$ cat src/pdp_pkg.sv
// constants, field layout and types for the diagnostic / power-mode registers
// How it works
// - peak polarity flags sit in bits 14..11, peak 4 highest; 1 is negative
// - peak 4 and 3 flags count only if second location high/low byte nonzero
// - peak 2 and 1 flags count only if first location high/low byte nonzero
// - operation-select bit 6 resets from the strap; 1 autonomous, 0 managed
// - after the first read or write of that bit it always reads zero
// - managed operation comes only from the strap at reset, never by writes
// - finished sleep negotiation goes to Sleep if sleep enable set, else Standby
// - sleep code-groups go out only while transmission enable bit 0 is set
// - sleep-request bit 1 set makes the device send sleep code-groups while in the Normal power state
// - normal-command bit 0 set forces the Normal power state
// - normal-command bit clears itself only on Standby to Normal
// - ratio register bits 8..0 hold ten times the measured ratio in dB
// - the ratio result means something only while the link is up
// - two location registers hold peaks 1..4, low byte first
package pdp_pkg;

    // ------------------------------------------------------------
    // register indices, byte address is four times the index
    // ------------------------------------------------------------
    localparam logic [9:0] IDX_PEAK_LOC_FIRST = 10'h180;
    localparam logic [9:0] IDX_PEAK_LOC_SECOND = 10'h181;
    localparam logic [9:0] IDX_PEAK_POLARITY = 10'h18A;
    localparam logic [9:0] IDX_AUTONOMOUS_OP = 10'h18B;
    localparam logic [9:0] IDX_POWER_MODE = 10'h18C;
    localparam logic [9:0] IDX_NOISE_RATIO = 10'h197;

    // ------------------------------------------------------------
    // field positions
    // ------------------------------------------------------------
    localparam int POL_PEAK1_BIT = 11;
    localparam int POL_PEAK2_BIT = 12;
    localparam int POL_PEAK3_BIT = 13;
    localparam int POL_PEAK4_BIT = 14;
    localparam int AUTO_CMD_BIT = 6;
    localparam int AUTO_RSVD_LSB = 2;
    localparam int AUTO_SLEEP_EN_BIT = 1;
    localparam int AUTO_LPS_TX_EN_BIT = 0;
    localparam int PWR_SLEEP_REQ_BIT = 1;
    localparam int PWR_NORMAL_CMD_BIT = 0;
    localparam int SNR_WIDTH = 9;

    // ------------------------------------------------------------
    // reset values
    // ------------------------------------------------------------
    localparam logic [3:0] AUTO_RSVD_VALUE = 4'h6;
    localparam logic RST_SLEEP_EN = 1'b1;
    localparam logic RST_LPS_TX_EN = 1'b0;
    localparam logic RST_SLEEP_REQ = 1'b0;
    localparam logic RST_NORMAL_CMD = 1'b0;
    localparam logic [31:0] UNMAPPED_READ = 32'h0000_0000;

    // ------------------------------------------------------------
    // power states
    // ------------------------------------------------------------
    typedef enum logic [1:0] {
        PDP_NORMAL,
        PDP_STANDBY,
        PDP_SLEEP
    } pdp_power_t;

endpackage

$ cat src/pdp_in_sync.sv
// reset release and strap pin synchroniser
`timescale 1ns/1ps
module pdp_in_sync (
    input wire logic sys_clk,
    input wire logic rst_b,
    input wire logic strap_pin,
    output logic rst_sync_b,
    output logic strap_sync
);

    logic rst_meta;
    logic strap_meta;

    // ------------------------------------------------------------
    // reset release through two flops
    // ------------------------------------------------------------
    always_ff @(posedge sys_clk or negedge rst_b) begin
        if (!rst_b) begin
            rst_meta <= 1'b0;
            rst_sync_b <= 1'b0;
        end else begin
            rst_meta <= 1'b1;
            rst_sync_b <= rst_meta;
        end
    end

    // ------------------------------------------------------------
    // strap level, no reset so it is valid at release
    // ------------------------------------------------------------
    always_ff @(posedge sys_clk) begin
        strap_meta <= strap_pin;
        strap_sync <= strap_meta;
    end

endmodule

$ cat src/pdp_power_fsm.sv
// power state machine: normal, standby, sleep
`timescale 1ns/1ps
module pdp_power_fsm (
    input wire logic sys_clk,
    input wire logic rst_n,
    input wire logic lps_neg_done,
    input wire logic wake_event,
    input wire logic sleep_enable,
    input wire logic normal_cmd,
    output pdp_pkg::pdp_power_t state,
    output logic standby_exit
);

    pdp_pkg::pdp_power_t next_state;

    always_comb begin
        next_state = state;
        unique case (state)
            pdp_pkg::PDP_NORMAL: begin
                if (lps_neg_done && !normal_cmd) begin
                    if (sleep_enable) begin
                        next_state = pdp_pkg::PDP_SLEEP;
                    end else begin
                        next_state = pdp_pkg::PDP_STANDBY;
                    end
                end
            end
            pdp_pkg::PDP_STANDBY: begin
                if (normal_cmd) begin
                    next_state = pdp_pkg::PDP_NORMAL;
                end
            end
            pdp_pkg::PDP_SLEEP: begin
                if (normal_cmd) begin
                    next_state = pdp_pkg::PDP_NORMAL;
                end else if (wake_event) begin
                    next_state = pdp_pkg::PDP_STANDBY;
                end
            end
            default: begin
                next_state = pdp_pkg::PDP_NORMAL;
            end
        endcase
    end

    // pulse that clears the normal command
    assign standby_exit = (state == pdp_pkg::PDP_STANDBY) &&
                          (next_state == pdp_pkg::PDP_NORMAL);

    always_ff @(posedge sys_clk or negedge rst_n) begin
        if (!rst_n) begin
            state <= pdp_pkg::PDP_NORMAL;
        end else begin
            state <= next_state;
        end
    end

endmodule

$ cat src/pdp_regs.sv
// diagnostic and power-mode register bank on an avalon-mm slave
//
// Chosen here: the Avalon-MM interface to the registers.
`timescale 1ns/1ps
module pdp_regs (
    input wire logic sys_clk,
    input wire logic rst_b,
    input wire logic [11:0] avs_address,
    input wire logic avs_read,
    input wire logic avs_write,
    input wire logic [31:0] avs_writedata,
    input wire logic [3:0] avs_byteenable,
    output logic [31:0] avs_readdata,
    output logic avs_waitrequest,
    input wire logic autonomous_strap,
    input wire logic [7:0] peak1_location,
    input wire logic [7:0] peak2_location,
    input wire logic [7:0] peak3_location,
    input wire logic [7:0] peak4_location,
    input wire logic [3:0] peak_negative,
    input wire logic [8:0] snr_tenths,
    input wire logic link_up,
    input wire logic lps_neg_done,
    input wire logic wake_event,
    output logic autonomous_mode,
    output logic sleep_enable,
    output logic lps_code_tx_en,
    output pdp_pkg::pdp_power_t power_state
);

    // ------------------------------------------------------------
    // declarations
    // ------------------------------------------------------------
    logic rst_n;
    logic strap_sync;
    logic standby_exit;
    logic ack;
    logic next_ack;
    logic [31:0] next_readdata;
    logic [9:0] idx;
    logic req;
    logic taken;
    logic wr_taken;
    logic strap_taken;
    logic next_strap_taken;
    logic next_autonomous_mode;
    logic auto_accessed;
    logic next_auto_accessed;
    logic next_sleep_enable;
    logic lps_tx_enable;
    logic next_lps_tx_enable;
    logic sleep_request;
    logic next_sleep_request;
    logic normal_cmd;
    logic next_normal_cmd;
    logic next_lps_code_tx_en;

    // ------------------------------------------------------------
    // helpers
    // ------------------------------------------------------------
    function automatic logic nonzero(input logic [7:0] loc);
        nonzero = |loc;
    endfunction

    function automatic logic [31:0] read_mux(
        input logic [9:0] index,
        input logic [7:0] l1,
        input logic [7:0] l2,
        input logic [7:0] l3,
        input logic [7:0] l4,
        input logic [3:0] neg,
        input logic auto_bit,
        input logic slp_en,
        input logic tx_en,
        input logic slp_req,
        input logic nrm_cmd,
        input logic [8:0] noise_ratio_result,
        input logic link
    );
        logic [31:0] d;
        d = 32'h0000_0000;
        unique case (index)
            pdp_pkg::IDX_PEAK_LOC_FIRST: begin
                d[15:0] = {l2, l1};
            end
            pdp_pkg::IDX_PEAK_LOC_SECOND: begin
                d[15:0] = {l4, l3};
            end
            pdp_pkg::IDX_PEAK_POLARITY: begin
                d[pdp_pkg::POL_PEAK4_BIT] = neg[3] & nonzero(l4);
                d[pdp_pkg::POL_PEAK3_BIT] = neg[2] & nonzero(l3);
                d[pdp_pkg::POL_PEAK2_BIT] = neg[1] & nonzero(l2);
                d[pdp_pkg::POL_PEAK1_BIT] = neg[0] & nonzero(l1);
            end
            pdp_pkg::IDX_AUTONOMOUS_OP: begin
                d[pdp_pkg::AUTO_CMD_BIT] = auto_bit;
                d[pdp_pkg::AUTO_RSVD_LSB +: 4] = pdp_pkg::AUTO_RSVD_VALUE;
                d[pdp_pkg::AUTO_SLEEP_EN_BIT] = slp_en;
                d[pdp_pkg::AUTO_LPS_TX_EN_BIT] = tx_en;
            end
            pdp_pkg::IDX_POWER_MODE: begin
                d[pdp_pkg::PWR_SLEEP_REQ_BIT] = slp_req;
                d[pdp_pkg::PWR_NORMAL_CMD_BIT] = nrm_cmd;
            end
            pdp_pkg::IDX_NOISE_RATIO: begin
                if (link) begin
                    d[pdp_pkg::SNR_WIDTH-1:0] = noise_ratio_result;
                end
            end
            default: begin
                d = pdp_pkg::UNMAPPED_READ;
            end
        endcase
        read_mux = d;
    endfunction

    // ------------------------------------------------------------
    // reset release, strap sampling and power state
    // ------------------------------------------------------------
    pdp_in_sync u_sync (
        .sys_clk(sys_clk),
        .rst_b(rst_b),
        .strap_pin(autonomous_strap),
        .rst_sync_b(rst_n),
        .strap_sync(strap_sync)
    );

    pdp_power_fsm u_fsm (
        .sys_clk(sys_clk),
        .rst_n(rst_n),
        .lps_neg_done(lps_neg_done),
        .wake_event(wake_event),
        .sleep_enable(sleep_enable),
        .normal_cmd(normal_cmd),
        .state(power_state),
        .standby_exit(standby_exit)
    );

    // ------------------------------------------------------------
    // bus handshake: one wait cycle per access
    // ------------------------------------------------------------
    assign idx = avs_address[11:2];
    assign req = avs_read | avs_write;
    assign taken = req & ack;
    assign wr_taken = avs_write & ack;
    assign avs_waitrequest = req & ~ack;

    always_comb begin
        next_ack = req & ~ack;
        next_readdata = avs_readdata;
        if (avs_read && !ack) begin
            next_readdata = read_mux(idx, peak1_location, peak2_location,
                peak3_location, peak4_location, peak_negative,
                autonomous_mode & ~auto_accessed, sleep_enable,
                lps_tx_enable, sleep_request, normal_cmd, snr_tenths,
                link_up);
        end
    end

    always_ff @(posedge sys_clk or negedge rst_n) begin
        if (!rst_n) begin
            ack <= 1'b0;
            avs_readdata <= 32'h0000_0000;
        end else begin
            ack <= next_ack;
            avs_readdata <= next_readdata;
        end
    end

    // ------------------------------------------------------------
    // operation select and sleep control
    // ------------------------------------------------------------
    always_comb begin
        next_strap_taken = 1'b1;
        next_autonomous_mode = autonomous_mode;
        if (!strap_taken) begin
            next_autonomous_mode = strap_sync;
        end
        next_auto_accessed = auto_accessed;
        if (taken && idx == pdp_pkg::IDX_AUTONOMOUS_OP) begin
            next_auto_accessed = 1'b1;
        end
        next_sleep_enable = sleep_enable;
        next_lps_tx_enable = lps_tx_enable;
        if (wr_taken && idx == pdp_pkg::IDX_AUTONOMOUS_OP &&
            avs_byteenable[0]) begin
            next_sleep_enable = avs_writedata[pdp_pkg::AUTO_SLEEP_EN_BIT];
            next_lps_tx_enable = avs_writedata[pdp_pkg::AUTO_LPS_TX_EN_BIT];
        end
    end

    always_ff @(posedge sys_clk or negedge rst_n) begin
        if (!rst_n) begin
            strap_taken <= 1'b0;
            autonomous_mode <= 1'b0;
            auto_accessed <= 1'b0;
            sleep_enable <= pdp_pkg::RST_SLEEP_EN;
            lps_tx_enable <= pdp_pkg::RST_LPS_TX_EN;
        end else begin
            strap_taken <= next_strap_taken;
            autonomous_mode <= next_autonomous_mode;
            auto_accessed <= next_auto_accessed;
            sleep_enable <= next_sleep_enable;
            lps_tx_enable <= next_lps_tx_enable;
        end
    end

    // ------------------------------------------------------------
    // power mode commands
    // ------------------------------------------------------------
    always_comb begin
        next_sleep_request = sleep_request;
        next_normal_cmd = normal_cmd;
        if (standby_exit) begin
            next_normal_cmd = 1'b0;
        end
        if (wr_taken && idx == pdp_pkg::IDX_POWER_MODE &&
            avs_byteenable[0]) begin
            next_sleep_request = avs_writedata[pdp_pkg::PWR_SLEEP_REQ_BIT];
            if (avs_writedata[pdp_pkg::PWR_NORMAL_CMD_BIT]) begin
                next_normal_cmd = 1'b1;
            end else if (!standby_exit) begin
                next_normal_cmd = 1'b0;
            end
        end
        next_lps_code_tx_en = lps_tx_enable & sleep_request &
            (power_state == pdp_pkg::PDP_NORMAL);
    end

    always_ff @(posedge sys_clk or negedge rst_n) begin
        if (!rst_n) begin
            sleep_request <= pdp_pkg::RST_SLEEP_REQ;
            normal_cmd <= pdp_pkg::RST_NORMAL_CMD;
            lps_code_tx_en <= 1'b0;
        end else begin
            sleep_request <= next_sleep_request;
            normal_cmd <= next_normal_cmd;
            lps_code_tx_en <= next_lps_code_tx_en;
        end
    end

endmodule

$ cat config.mk
export PLATFORM = sky130hd
export DESIGN_NAME = pdp_regs
export DESIGN_NICKNAME = d
export VERILOG_FILES = /design/src/pdp_pkg.sv /design/src/pdp_in_sync.sv /design/src/pdp_power_fsm.sv /design/src/pdp_regs.sv
export SDC_FILE = /design/constraint.sdc
export NUM_CORES = 1
export LEC_CHECK = 0
export BUFFER_PORTS_ARGS = -buffer_cell sky130_fd_sc_hd__buf_4
export CAP_MARGIN = 30
export CORE_ASPECT_RATIO = 2
export CORE_MARGIN = 2
export CORE_UTILIZATION = 40
export CTS_CLUSTER_DIAMETER = 30
export DETAILED_ROUTE_END_ITERATION = 16
export PLACE_DENSITY = 0.8
export SETUP_SLACK_MARGIN = 0.4
export SLEW_MARGIN = 20
export SYNTH_ARGS = -nofsm -noshare
export SYNTH_HDL_FRONTEND = slang
export SYNTH_HIERARCHICAL = 1
export SYNTH_SLANG_ARGS = --single-unit
$ cat constraint.sdc
create_clock -name sys_clk -period 1.3 [get_ports sys_clk]
set_clock_uncertainty 0.1 [all_clocks]
set_input_delay 0.065 -clock sys_clk [delete_from_list [all_inputs] [get_ports sys_clk]]
set_output_delay 0.065 -clock sys_clk [all_outputs]
set_load 0.005 [all_outputs]
==> results.cfg <==
[outcome]
status = complete, but fails checks
failed_checks = hold timing, setup timing

[worst_setup_path]
worstSetupStartpoint = avs_address[7]
cp_data_arrival_time_ns = 1.56
reg2regPathDepth = 3
critPathKind = in2reg
path_cells = buf_6, or4b_4, or4_4, o22ai_2, a22o_2
crit_path_max_fanout = 4
slowest_delay_ns = 0.54
crit_path_top_delay_cell = or4_4
worstSetupEndpointType = flop
ff2ff_setup_slack_ns = -0.03
worstReg2RegStart = ack
r2r-end = lps_tx_enable
required_ns = 1.43
crit_path_start_kind = input pin

[floorplan]
die_x_um = 52.19
dieArea_um2 = 5239
start_util_pct = 40.80
num_rows = 35
die_h_um = 100.4
boundaryPins = 139
core_area_um2 = 4554

[logic_synthesis]
synth.distinct_cells = 45
synthTopCellsByArea = dfrtp_1 38%, mux2i_1 7.5%, buf_4 6.5%, o21ai_0 3.5%, or4_1 3.2%
synth_most_common_cell = dfrtp_1
async_flop_share_pct = 93.55
syn_inst = 189
synth_area_um2 = 1858
synth.largest_area_cell = dfrtp_1
synth_top_area_share_pct = 37.71
synth_edf_count = 0
synth_common_cells = 28 x dfrtp_1, 16 x buf_4, 15 x nand2_1
ys_warn_count = 6
ys_seq_area_share_pct = 41.28
avgSynthCellArea_um2 = 9.831
ys_seq_elements = 31
synth_ff_type = dfrtp_1

[global_route]
antenna_found_initial = 0
grt_pass1_wl_mm = 10.61
gr-total-overflow = 0
grt_max_degree = 28
grt_use_total_pct = 27.83
first_global_vias = 2205

[placed_design]
portBuffers = 87
dp_hpwl_mm = 4.957
place_ws_ns = -0.4582
routabilityCongestion = 0.8332
placed_cells = 357

[clock_network]
hold_buffers = 8
cts-root-buf = clkbuf_8
cts_tree = built
cts_sinks = 31
htreeDepth = 2
clk_pin_slew_worst_paths_ns = 0.06
clock_path_buffers = 2
worstSkewPairLatency_ns = 0.29
numCtsBuffers = 5

[final_layout]
largest_reg_flops = 16
antenna_cells = 0
top_regs = avs_readdata x16, u_fsm/state x2
nets = 440
syn_to_final_growth_pct = 92.12
regMostFlops = avs_readdata
layout-drive-gt1-share_pct = 61.47
fillers = 290
fin_cells = 395

[routing]
wl_per_cell_um = 18.70
vias_per_cell = 5.519
drtAntennaViolNets = 0
routed-via-count = 2180
wl_mm = 7.386
drtPass1Iterations = 4
drc = 0
drt_iter0_markers = 41

[timing]
fin_ws_ns = -0.1271
slew_violations = 0
period_share_pct = 109.8
rsz0062_at_grt = true
tns_ns = -0.4861
hold_violations = 3
hold_ws_ns = -0.06029
setup_viol = 7
period_minus_slack_ns = 1.427
clock.fmax_ghz = 0.7007

[power_and_ir_drop]
power_mw = 2.443
p_leak_nw = 1.708
pwr_density_cell_nw_per_um2 = 684.4
ir_worst_vdd_v = 0.0006719

[worst_hold_path]
worstHoldPathType = in2reg
min_to = normal_cmd
hold_depth = 2
worstHoldStart = avs_writedata[0]

[flow_run]
cap_violations = 0
==> cells by family after synthesis <==
group,count (synthesis),synth area share (%)
AOI/OAI and AO/OA,45,16.50
muxes,20,11.38
buffers and inverters,26,8.687
other,3,0.6060
and+or+nand+nor,64,21.55
DFF,31,41.28
==> repair_timing <==
| action | CTS | global route |
|---|---|---|
| endpoints found under the setup margin | 44 | 50 |
| hold endpoints to repair | 13 | 3 |
| gates resized for setup | 68 | 28 |
| setup buffers | 12 | 9 |
| gates cloned | 1 | 1 |
| pin swaps | 21 | 12 |
==> placed cells by master, fill, tap and decap left out, types with 3 or more instances in the layout <==
| cell | synthesis | layout |
|---|---|---|
| mux2_4 | 1 | 6 |
| buf_4 | 16 | 103 |
| buf_6 | 0 | 38 |
| o22ai_2 | 0 | 4 |
| nor2_1 | 6 | 4 |
| clkbuf_8 | 0 | 5 |
| o21ai_0 | 13 | 5 |
| a2bb2oi_1 | 5 | 5 |
| a22o_2 | 4 | 4 |
| mux2i_1 | 14 | 14 |
| nand2_1 | 15 | 8 |
| nand3b_1 | 3 | 3 |
| or4_1 | 8 | 8 |
| nand2_2 | 0 | 3 |
| a32o_1 | 3 | 3 |
| conb_1 | 3 | 18 |
| nor2b_1 | 3 | 3 |
| nand2_4 | 0 | 4 |
| nor4b_4 | 0 | 3 |
| o21ai_2 | 0 | 6 |
| dlygate4sd3_1 | 0 | 7 |
| o31ai_4 | 0 | 3 |
| dfrtp_1 | 28 | 26 |
| a21oi_1 | 9 | 6 |
==> critical path, delay by kind of cell <==
family | cells | cell delay, ns
AO/OA/AOI/OAI | 2 | 0.32
buffers and inverters | 1 | 0.10
AND/OR/NAND/NOR | 2 | 1.07
==> power by group <==
part           switching, mW  leakage, nW  total [mW]  internal, mW
Sequential            0.0208        0.396        1.01         0.992
Combinational          0.289         1.27       0.670         0.381
Clock                  0.386       0.0412       0.760         0.374
Total                  0.696         1.71        2.44          1.75
==> layout make-up <==
class / count / area (µm²) / share of cell area [%]
Clock buffer: 6 / 72.57 / 2.033
Clock inverter: 2 / 12.51 / 0.3505
Inverter: 1 / 3.754 / 0.1052
Multi-Input combinational cell: 147 / 1269 / 35.54
Sequential cell: 31 / 769.5 / 21.56
Tap cell: 55 / 68.82 / 1.928
Timing Repair Buffer: 153 / 1374 / 38.49
==> layer usage <==
metal  share of wire [%]  track usage [%]
met2                  59            53.46
met5                   0                0
met4                 3.3            13.61
met3                 5.6            4.613
met1                  32            26.88
==> worst max path at each step <==
| stage | slack [ns] | to | depth (start not counted) |
|---|---|---|---|
| floorplan | -0.27 | avs_readdata[11] | 4 |
| global placement | -0.42 | avs_readdata[13] | 5 |
| detailed placement | -0.46 | avs_readdata[11] | 5 |
| CTS | -0.12 | avs_readdata[14] | 5 |
| global route | -0.14 | avs_readdata[14] | 5 |
| finish | -0.13 | avs_readdata[14] | 5 |
==> through the flow <==
stage / util [%] / instance area, µm²
2_1_floorplan: - / 2021
3_3_place_gp: 62.31 / 2838
3_5_place_dp: 62.31 / 2838
4_1_cts: 74.20 / 3379
5_1_grt: 78.38 / 3570
6_report: 78.38 / 3570
Power figures use the tool's default switching activity.
